`src/rtl/xram_pkg.sv`:
```
package xram_pkg;
  // ****************************************
  // Bus and register map
  // ****************************************
  localparam int unsigned ADDR_W = 5;
  localparam int unsigned DATA_W = 8;
  localparam int unsigned PTR_W  = 8;
  localparam int unsigned DEPTH  = 256;
  localparam logic [ADDR_W-1:0] OFS_POINTER   = 5'h10;
  localparam logic [ADDR_W-1:0] OFS_DATA_PORT = 5'h13;
  localparam logic [PTR_W-1:0]  PTR_RESET     = 8'h00;
  localparam logic [PTR_W-1:0]  PTR_LOWEST    = 8'h00;
  localparam logic [PTR_W-1:0]  PTR_HIGHEST   = 8'hFF;
  localparam logic [PTR_W-1:0]  PTR_STEP      = 8'h01;
  localparam logic [DATA_W-1:0] DATA_RESET    = 8'h00;
endpackage : xram_pkg

```
`src/rtl/xram_mem.sv`:
```
`timescale 1ns/1ps
`default_nettype none
module xram_mem
(
  // Clock
  input  wire logic                           ref_clk,
  // Write port
  input  wire logic                           wr_en,
  input  wire logic [xram_pkg::PTR_W-1:0]     wr_addr,
  input  wire logic [xram_pkg::DATA_W-1:0]    wr_data,
  // Read port
  input  wire logic [xram_pkg::PTR_W-1:0]     rd_addr,
  output var  logic [xram_pkg::DATA_W-1:0]    rd_data
);
  // No reset: contents are battery backed, not cleared
  logic [xram_pkg::DATA_W-1:0] mem_reg [xram_pkg::DEPTH];

  always_ff @(posedge ref_clk)
  begin
    if (wr_en)
    begin
      mem_reg[wr_addr] <= wr_data;
    end
    rd_data <= mem_reg[rd_addr];
  end
endmodule : xram_mem
`default_nettype wire

```
`src/rtl/xram_window.sv`:
```
// What this block does
// - 256 bytes of extended RAM, 8-bit pointer covering 00h to FFh.
// - Two latches: one holds the RAM pointer, one the data byte.
// - Host write to offset 10h loads the pointer.
// - Host read of offset 13h returns byte at the pointer.
// - Host write to offset 13h stores byte at the pointer.
// - Without burst, repeated data-port accesses hit the same location.
// - Pointer auto-advances only while burst_increment_enable is one.
// - In burst, pointer increments at end of each data-port access only.
// - Pointer wraps from FFh back to 00h in burst mode.
`timescale 1ns/1ps
`default_nettype none
module xram_window
(
  // Clock and reset
  input  wire logic                           ref_clk,
  input  wire logic                           rst_n,
  // Host bus
  input  wire logic                           cs_n,
  input  wire logic                           rd_n,
  input  wire logic                           wr_n,
  input  wire logic [xram_pkg::ADDR_W-1:0]    addr,
  input  wire logic [xram_pkg::DATA_W-1:0]    data_in,
  output var  logic [xram_pkg::DATA_W-1:0]    data_out,
  output logic                                data_oe,
  // Control
  input  wire logic                           burst_increment_enable
);
  // ****************************************
  // Strobe synchronisers
  // ****************************************
  // Third stage only remembers the last level, for edge detect
  logic [2:0] sync1_reg, sync1_next;
  logic [2:0] sync2_reg, sync2_next;
  logic [2:0] sync3_reg, sync3_next;
  logic [xram_pkg::ADDR_W-1:0] addr_reg, addr_next;
  logic [xram_pkg::DATA_W-1:0] din_reg, din_next;

  always_comb
  begin
    sync1_next = {cs_n, rd_n, wr_n};
    sync2_next = sync1_reg;
    sync3_next = sync2_reg;
    addr_next  = addr;
    din_next   = data_in;
  end

  always_ff @(posedge ref_clk or negedge rst_n)
  begin
    if (!rst_n)
    begin
      sync1_reg <= 3'h7;
      sync2_reg <= 3'h7;
      sync3_reg <= 3'h7;
      addr_reg  <= '0;
      din_reg   <= xram_pkg::DATA_RESET;
    end
    else
    begin
      sync1_reg <= sync1_next;
      sync2_reg <= sync2_next;
      sync3_reg <= sync3_next;
      addr_reg  <= addr_next;
      din_reg   <= din_next;
    end
  end

  // ****************************************
  // Access decode
  // ****************************************
  // Access is live while chip select and one strobe are both low
  logic rd_act, wr_act, rd_was, wr_was, acc_end, rd_end;
  assign rd_act = !sync2_reg[2] && !sync2_reg[1];
  assign wr_act = !sync2_reg[2] && !sync2_reg[0];
  assign rd_was = !sync3_reg[2] && !sync3_reg[1];
  assign wr_was = !sync3_reg[2] && !sync3_reg[0];
  // Any strobe rising ends the access, exactly once
  assign acc_end = (rd_was && !rd_act) || (wr_was && !wr_act);
  assign rd_end  = rd_was && !rd_act;

  function automatic logic is_ofs(input logic [xram_pkg::ADDR_W-1:0] a,
                                  input logic [xram_pkg::ADDR_W-1:0] o);
    return a == o;
  endfunction

  // Wrap written out, not left to overflow, so intent survives resizing
  function automatic logic [xram_pkg::PTR_W-1:0] ptr_step(input logic [xram_pkg::PTR_W-1:0] p);
    if (p == xram_pkg::PTR_HIGHEST)
    begin
      return xram_pkg::PTR_LOWEST;
    end
    return p + xram_pkg::PTR_STEP;
  endfunction

  // ****************************************
  // Pointer and data latches
  // ****************************************
  logic [xram_pkg::PTR_W-1:0]  ptr_reg, ptr_next;
  logic [xram_pkg::DATA_W-1:0] data_reg, data_next;
  logic                        wr_done_reg, wr_done_next;
  logic                        mem_we;
  logic [xram_pkg::DATA_W-1:0] mem_rd;

  logic                        wr_first;
  logic                        burst_on, port_end, burst_step;

  // One commit per strobe, however long the host holds it low
  assign wr_first   = wr_act && !wr_done_reg;
  // Offset is the one latched for the access now ending
  assign port_end   = acc_end && is_ofs(addr_reg, xram_pkg::OFS_DATA_PORT);
  assign burst_on   = burst_increment_enable;
  assign burst_step = burst_on && port_end;

  // Write commits on the first synchronised cycle; pointer moves after
  assign mem_we = wr_first && is_ofs(addr_reg, xram_pkg::OFS_DATA_PORT);

  always_comb
  begin
    ptr_next     = ptr_reg;
    data_next    = data_reg;
    wr_done_next = wr_done_reg;
    if (wr_first)
    begin
      wr_done_next = 1'b1;
      if (is_ofs(addr_reg, xram_pkg::OFS_POINTER))
      begin
        ptr_next = din_reg;
      end
      else if (is_ofs(addr_reg, xram_pkg::OFS_DATA_PORT))
      begin
        data_next = din_reg;
      end
    end
    // Rearm once the strobe is seen high
    if (!wr_act)
    begin
      wr_done_next = 1'b0;
    end
    // Step lands after release, once the read data has been taken
    if (burst_step)
    begin
      ptr_next = ptr_step(ptr_reg);
    end
    if (rd_act && is_ofs(addr_reg, xram_pkg::OFS_DATA_PORT))
    begin
      data_next = mem_rd;
    end
  end

  always_ff @(posedge ref_clk or negedge rst_n)
  begin
    if (!rst_n)
    begin
      ptr_reg     <= xram_pkg::PTR_RESET;
      data_reg    <= xram_pkg::DATA_RESET;
      wr_done_reg <= 1'b0;
    end
    else
    begin
      ptr_reg     <= ptr_next;
      data_reg    <= data_next;
      wr_done_reg <= wr_done_next;
    end
  end

  xram_mem u_mem
  (
    .ref_clk (ref_clk),
    .wr_en   (mem_we),
    .wr_addr (ptr_reg),
    .wr_data (din_reg),
    .rd_addr (ptr_reg),
    .rd_data (mem_rd)
  );

  // ****************************************
  // Read data
  // ****************************************
  logic [xram_pkg::DATA_W-1:0] dout_reg, dout_next;

  always_comb
  begin
    dout_next = dout_reg;
    if (rd_act && is_ofs(addr_reg, xram_pkg::OFS_POINTER))
    begin
      dout_next = ptr_reg;
    end
    else if (rd_act && is_ofs(addr_reg, xram_pkg::OFS_DATA_PORT))
    begin
      // Byte reaches the pins through the data latch, one cycle behind
      dout_next = data_reg;
    end
    else if (rd_act)
    begin
      dout_next = xram_pkg::DATA_RESET;
    end
  end

  always_ff @(posedge ref_clk or negedge rst_n)
  begin
    if (!rst_n)
    begin
      dout_reg <= xram_pkg::DATA_RESET;
    end
    else
    begin
      dout_reg <= dout_next;
    end
  end

  // ****************************************
  // Output drive
  // ****************************************
  // Output held frozen across the increment at strobe release
  assign data_out = dout_reg;
  // One extra cycle of drive covers the host's hold time
  assign data_oe  = rd_act || rd_end;
endmodule : xram_window
`default_nettype wire

```
`config.mk`:
```
export PLATFORM = sky130hd
export DESIGN_NAME = xram_window
export DESIGN_NICKNAME = d
export VERILOG_FILES = /design/src/rtl/xram_pkg.sv /design/src/rtl/xram_mem.sv /design/src/rtl/xram_window.sv
export SDC_FILE = /design/constraint.sdc
export NUM_CORES = 2
export LEC_CHECK = 0
export BUFFER_PORTS_ARGS = -buffer_cell sky130_fd_sc_hd__buf_4
export CAP_MARGIN = 20
export CORE_MARGIN = 5
export CORE_UTILIZATION = 60
export CTS_CLUSTER_DIAMETER = 80
export DETAILED_ROUTE_END_ITERATION = 16
export PLACE_DENSITY = 0.79
export SYNTH_ARGS = -nofsm -noshare
export SYNTH_HDL_FRONTEND = slang
export SYNTH_SLANG_ARGS = --single-unit
export TNS_END_PERCENT = 100
```
`constraint.sdc`:
```
create_clock -name ref_clk -period 9.8 [get_ports ref_clk]
set_clock_uncertainty 0.2 [all_clocks]
set_input_delay 0.49 -clock ref_clk [delete_from_list [all_inputs] [get_ports ref_clk]]
set_output_delay 0.49 -clock ref_clk [all_outputs]
set_load 0.05 [all_outputs]
```
Yosys cells after proc, flatten, opt, wreduce, memory -nomap -nowiden
Memories as Yosys holds them, arrays and structs flattened. A register that Yosys moved wholly into a read port is not among the register bits. Index checks and enable logic that the tools add are counted.

Word-level logic and storage cells: 64. Memories: 1. Memory bits (writable): 2048. Bits of input ports: 19. Output and inout bits: 9. Register bits after elaboration: 47.

Memory list: u_mem.mem_reg (words 256, bits a word 8, rd ports 1, clocked after Yosys merged registers in 1, wr ports 1, RTL line xram_mem.sv:16) `logic [xram_pkg::DATA_W-1:0] mem_reg [xram_pkg::DEPTH];`.

Add/sub/neg operators: 1. Equal/unequal tests: 5. Muxes and demuxes: 18. Reduce and logical (&&, ||, !) cells: 30.

Operators by type and width (number): $mux 8 (12); $logic_and 1x1->1 (12); $eq 5x5->1 const B (2); $logic_not 1->1 (9); $add 8x1->8 const B (1); $eq 8x8->1 const B (1); $reduce_bool 2->1 (4); $mux 1 (6); $ne 2x1->1 const B (2); $reduce_and 3->1 (1); $reduce_bool 3->1 (1); $logic_or 1x1->1 (2); $reduce_and 2->1 (1).

Logic depth before layout (Yosys ltp)
Depth in word-level cells: 10. Gate-level depth with buffers: 9. Gate-level depth less buffers: 6.

By module
A second synthesis with hierarchy kept.

Cells, all modules: 3896. Area total of the unflattened synthesis: 81483.1 um2.

By module, submodules not included: xram_mem (seq. area each 61659.1 um2, cells each 3733, instances 1, area each 79556.3 um2); xram_window (seq. area each 1187.4 um2, cells each 163, instances 1, area each 1926.8 um2).

Worst setup path after synthesis
Ideal clock, no wire load.

Path kind: reg2reg. Start: register din_reg[5] in the netlist's numbering. End: memory u_mem.mem_reg[0][5] in the netlist's numbering (data pin). Setup time: 807 ps. Stages on the path, launching flop included: 1. Data required time: 8793 ps. Path slack: 5596 ps. Period minus slack after synthesis: 4204 ps. Data arrival time: 3198 ps. Path buffers: 0. Cell sequence: dfrtp_1.

RTL lines: start: declaration (RTL line xram_window.sv:37) `logic [xram_pkg::DATA_W-1:0] din_reg, din_next;`; start signal: assignment (RTL line xram_window.sv:56) `din_reg <= xram_pkg::DATA_RESET;`; start signal: assignment (RTL line xram_window.sv:64) `din_reg <= din_next;`; end: declaration (RTL line xram_mem.sv:16).

No word-level cell before the write port.

==> impl_metrics.csv <==
group,metric,value,unit
floorplan,ios,28,
timing,grt_setup_unrepaired,"no",
final_layout,mostFrequentLayoutCells,"2048 x edfxtp_1, 512 x mux4_2, 278 x nor2_1",
worst_setup_path,cp_max_fo,60,
timing,fin_crit_sh,51.0,%
final_layout,nFillCells,7723,
global_routing,grt_pass1_wl,285000,µm
synthesis,ys_async_sr_fraction,2.23,%
route,drt_iter0_markers,6565,
worst_hold_path,hp-class,"in -> async",
placed_design,io_buffers,27,
worst_setup_path,arrival,5420,ps
clocking,cts_tree,"done",
clocking,cts.reportedPaths.clkPinSlew,70,ps
power,ir_worst_vdd,0.212,mV
synthesis,seq_area_frac_synth,78.3,%
clocking,clk_latency,810,ps
outcome,outcome,"completed",
placed_design,dp_hpwl,105000,µm
synthesis,postSynthAreaPerCell,21.8,µm²
job,drv_cap,0,
synthesis,yosysTopAreaCell,"edfxtp_1",
power,leakagePower,27.1,nW
global_routing,grtUsageTotal,27.9,%
power,p_sw_share,24.3,%
final_layout,final_common_cell,"edfxtp_1",
power,switching_power,4.90,mW
worst_setup_path,worstReg2RegStart,"ptr_reg[1]$_DFFE_PN0P_",
power,intPower,15.3,mW
final_layout,final_cell_area,89000,µm²
power,total_power,20.2,mW
timing,fmax,200,MHz
worst_setup_path,cp-end-kind,"register",
synthesis,synth_nets,3710,
global_routing,grt_pass1_vias,40700,
timing,worst_pin_slew,1190,ps
placed_design,gp_congestion,0.845,
placed_design,postPlaceCellArea,82500,µm²
route,antenna_left,0,
route,drtPass1Iterations,6,
floorplan,placementRows,134,
timing,setup-tns-final,0,ps
power,comb_power_share,13.4,%
timing,finalSetupViolations,0,
worst_setup_path,r2r_end,"u_mem.rd_data[7]$_DFF_P_",
floorplan,die_h,376,µm
synthesis,synth_top_area_share,76.6,%
global_routing,busiest_layer,"met2",
clocking,cts_root_buf,"clkbuf_16",
route,drcViolationCount,0,
route,viasPerCell,7.13,
global_routing,use_met1,39.4,%
timing,final_max_slew_viol_count,0,
clocking,cts.repair.resized,0,
synthesis,yosys_warnings,0,
synthesis,synth.distinct_cells,42,
route,vias,40700,
synthesis,synth_area,80300,µm²
global_routing,grtUsageMet3,7.64,%
power,seq_power_share,49.7,%
final_layout,largest_register_ff_count,2048,
synthesis,synth_cells,3687,
clocking,htreeDepth,4,
route,wl_per_cell,34.4,µm
global_routing,grt_overflow,0,
clocking,cts_buffers,191,
floorplan,die-area,141000,µm²
synthesis,ys_ff_latch,2103,
global_routing,antenna_found_initial,8,
clocking,cts_post_setup_buffers_inserted,0,
timing,max_slew_margin,20.2,%
synthesis,synth-edff-count,2048,
final_layout,area_delta_synth_final,10.9,%
clocking,cts.sinks,2103,
global_routing,grt_start_max_net_pins,223,
timing,min_period,5000,ps
timing,hold_viol,0,
final_layout,finalNonFillerCells,5705,
placed_design,placed_cells,5319,
global_routing,use_met2,42.5,%
clocking,max-clock-path-buffers,3,
route,totalWireLength,196000,µm
worst_setup_path,crit_required,10210,ps
final_layout,drive_gt1_share,24.2,%
final_layout,final_nets,3792,
worst_setup_path,rr_worst_depth,7,
worst_setup_path,critPathLaunchType,"register",
floorplan,coreArea,133000,µm²
power,power_density,227,nW/µm²
power,power_frac_clock,36.9,%
worst_setup_path,path_class,"reg -> reg",
synthesis,synth_area_leaders,"edfxtp_1 77%, mux4_2 14%, a22oi_1 2.5%",
floorplan,die_w,376,µm
floorplan,start_util,60.2,%
clocking,cts_hold_buf,17,
worst_setup_path,rrSetupSlack,4800,ps
synthesis,synth_flop_cell,"edfxtp_1",
[how the worst max path moves through the flow]
stage	startpoint	to	slack [ps]	depth (start not counted)
detailed placement	ptr_reg[1]$_DFFE_PN0P_	u_mem.rd_data[7]$_DFF_P_	4860	7
CTS	ptr_reg[1]$_DFFE_PN0P_	u_mem.rd_data[7]$_DFF_P_	4760	7
finish	ptr_reg[1]$_DFFE_PN0P_	u_mem.rd_data[7]$_DFF_P_	4800	7
floorplan	din_reg[5]$_DFF_PN0_	u_mem.mem_reg[0][5]$_DFFE_PP_	5600	0
global route	ptr_reg[1]$_DFFE_PN0P_	u_mem.rd_data[2]$_DFF_P_	4680	7
global placement	ptr_reg[1]$_DFFE_PN0P_	u_mem.rd_data[4]$_DFF_P_	4060	7
[cell families (layout without fill, tap and decap cells)]
group / after synthesis / count (layout) / share of synthesized area (%)
buffers and inverters: 238 / 484 / 1.41
muxes: 523 / 523 / 14.5
and+or+nand+nor: 360 / 360 / 1.84
adders and majority gates: 4 / 4 / 0.0623
DFF: 2103 / 2103 / 78.3
AOI/OAI and AO/OA: 459 / 459 / 3.90
other: 0 / 4 / 0
[worst max-delay path: stages (launching register included)]
cell	delay, ps
dfrtp_4	920
buf_4	830
buf_4	800
mux4_2	420
a22oi_1	310
a21oi_1	200
o41ai_2	840
nand4_1	200
[power by group through the flow]
stage          Clock [mW]  Combinational (mW)  Sequential [mW]
2_1_floorplan           0                1.89             10.2
3_3_place_gp            0                2.55             10.2
3_5_place_dp            0                2.60             10.2
4_1_cts              7.48                2.66             10.0
5_1_grt              7.90                2.83             10.0
6_report             7.45                2.69             10.0
[per-stage QoR]
step	setup WS, ps	util, %	hold WS (ps)
finish	4800	66.8	119
global route	4680	66.8	129
CTS	4760	66.7	50.8
detailed placement	4860	61.9	155
global placement	4060	61.7	158
floorplan	5600	-	-5.59
[metal layers]
layer	wire (µm)	share of wire [%]
met1	69200	35
met2	93000	47
met3	25000	13
met4	8860	4.5
met5	69	0.035
[cell type report]
type / instances / area [µm²] / area share [%]
sequential: 2103 / 62900 / 70.6
multi-input combinational: 1346 / 16500 / 18.5
clock buffer: 240 / 5180 / 5.82
tap: 1768 / 2210 / 2.49
timing repair buffer: 123 / 1190 / 1.34
clock inverter: 117 / 1030 / 1.16
inverter: 4 / 15.0 / 0.0169
antenna: 4 / 10.0 / 0.0112
[Yosys cell counts, types with 4 or more instances]
library cell / count
edfxtp_1: 2048
ha_1: 4
dfstp_2: 9
mux2i_1: 11
dfxtp_1: 8
buf_4: 16
nor2_1: 279
inv_1: 4
and2_1: 4
mux4_2: 512
buf_2: 47
nand2_1: 29
o21ai_0: 11
clkbuf_1: 129
nor2b_1: 6
o41ai_1: 32
dfrtp_1: 38
nand4_1: 9
nand3_1: 15
a22oi_1: 268
buf_1: 26
a21oi_1: 136
buf_6: 16
No activity file was read; power rests on OpenSTA's default activity.
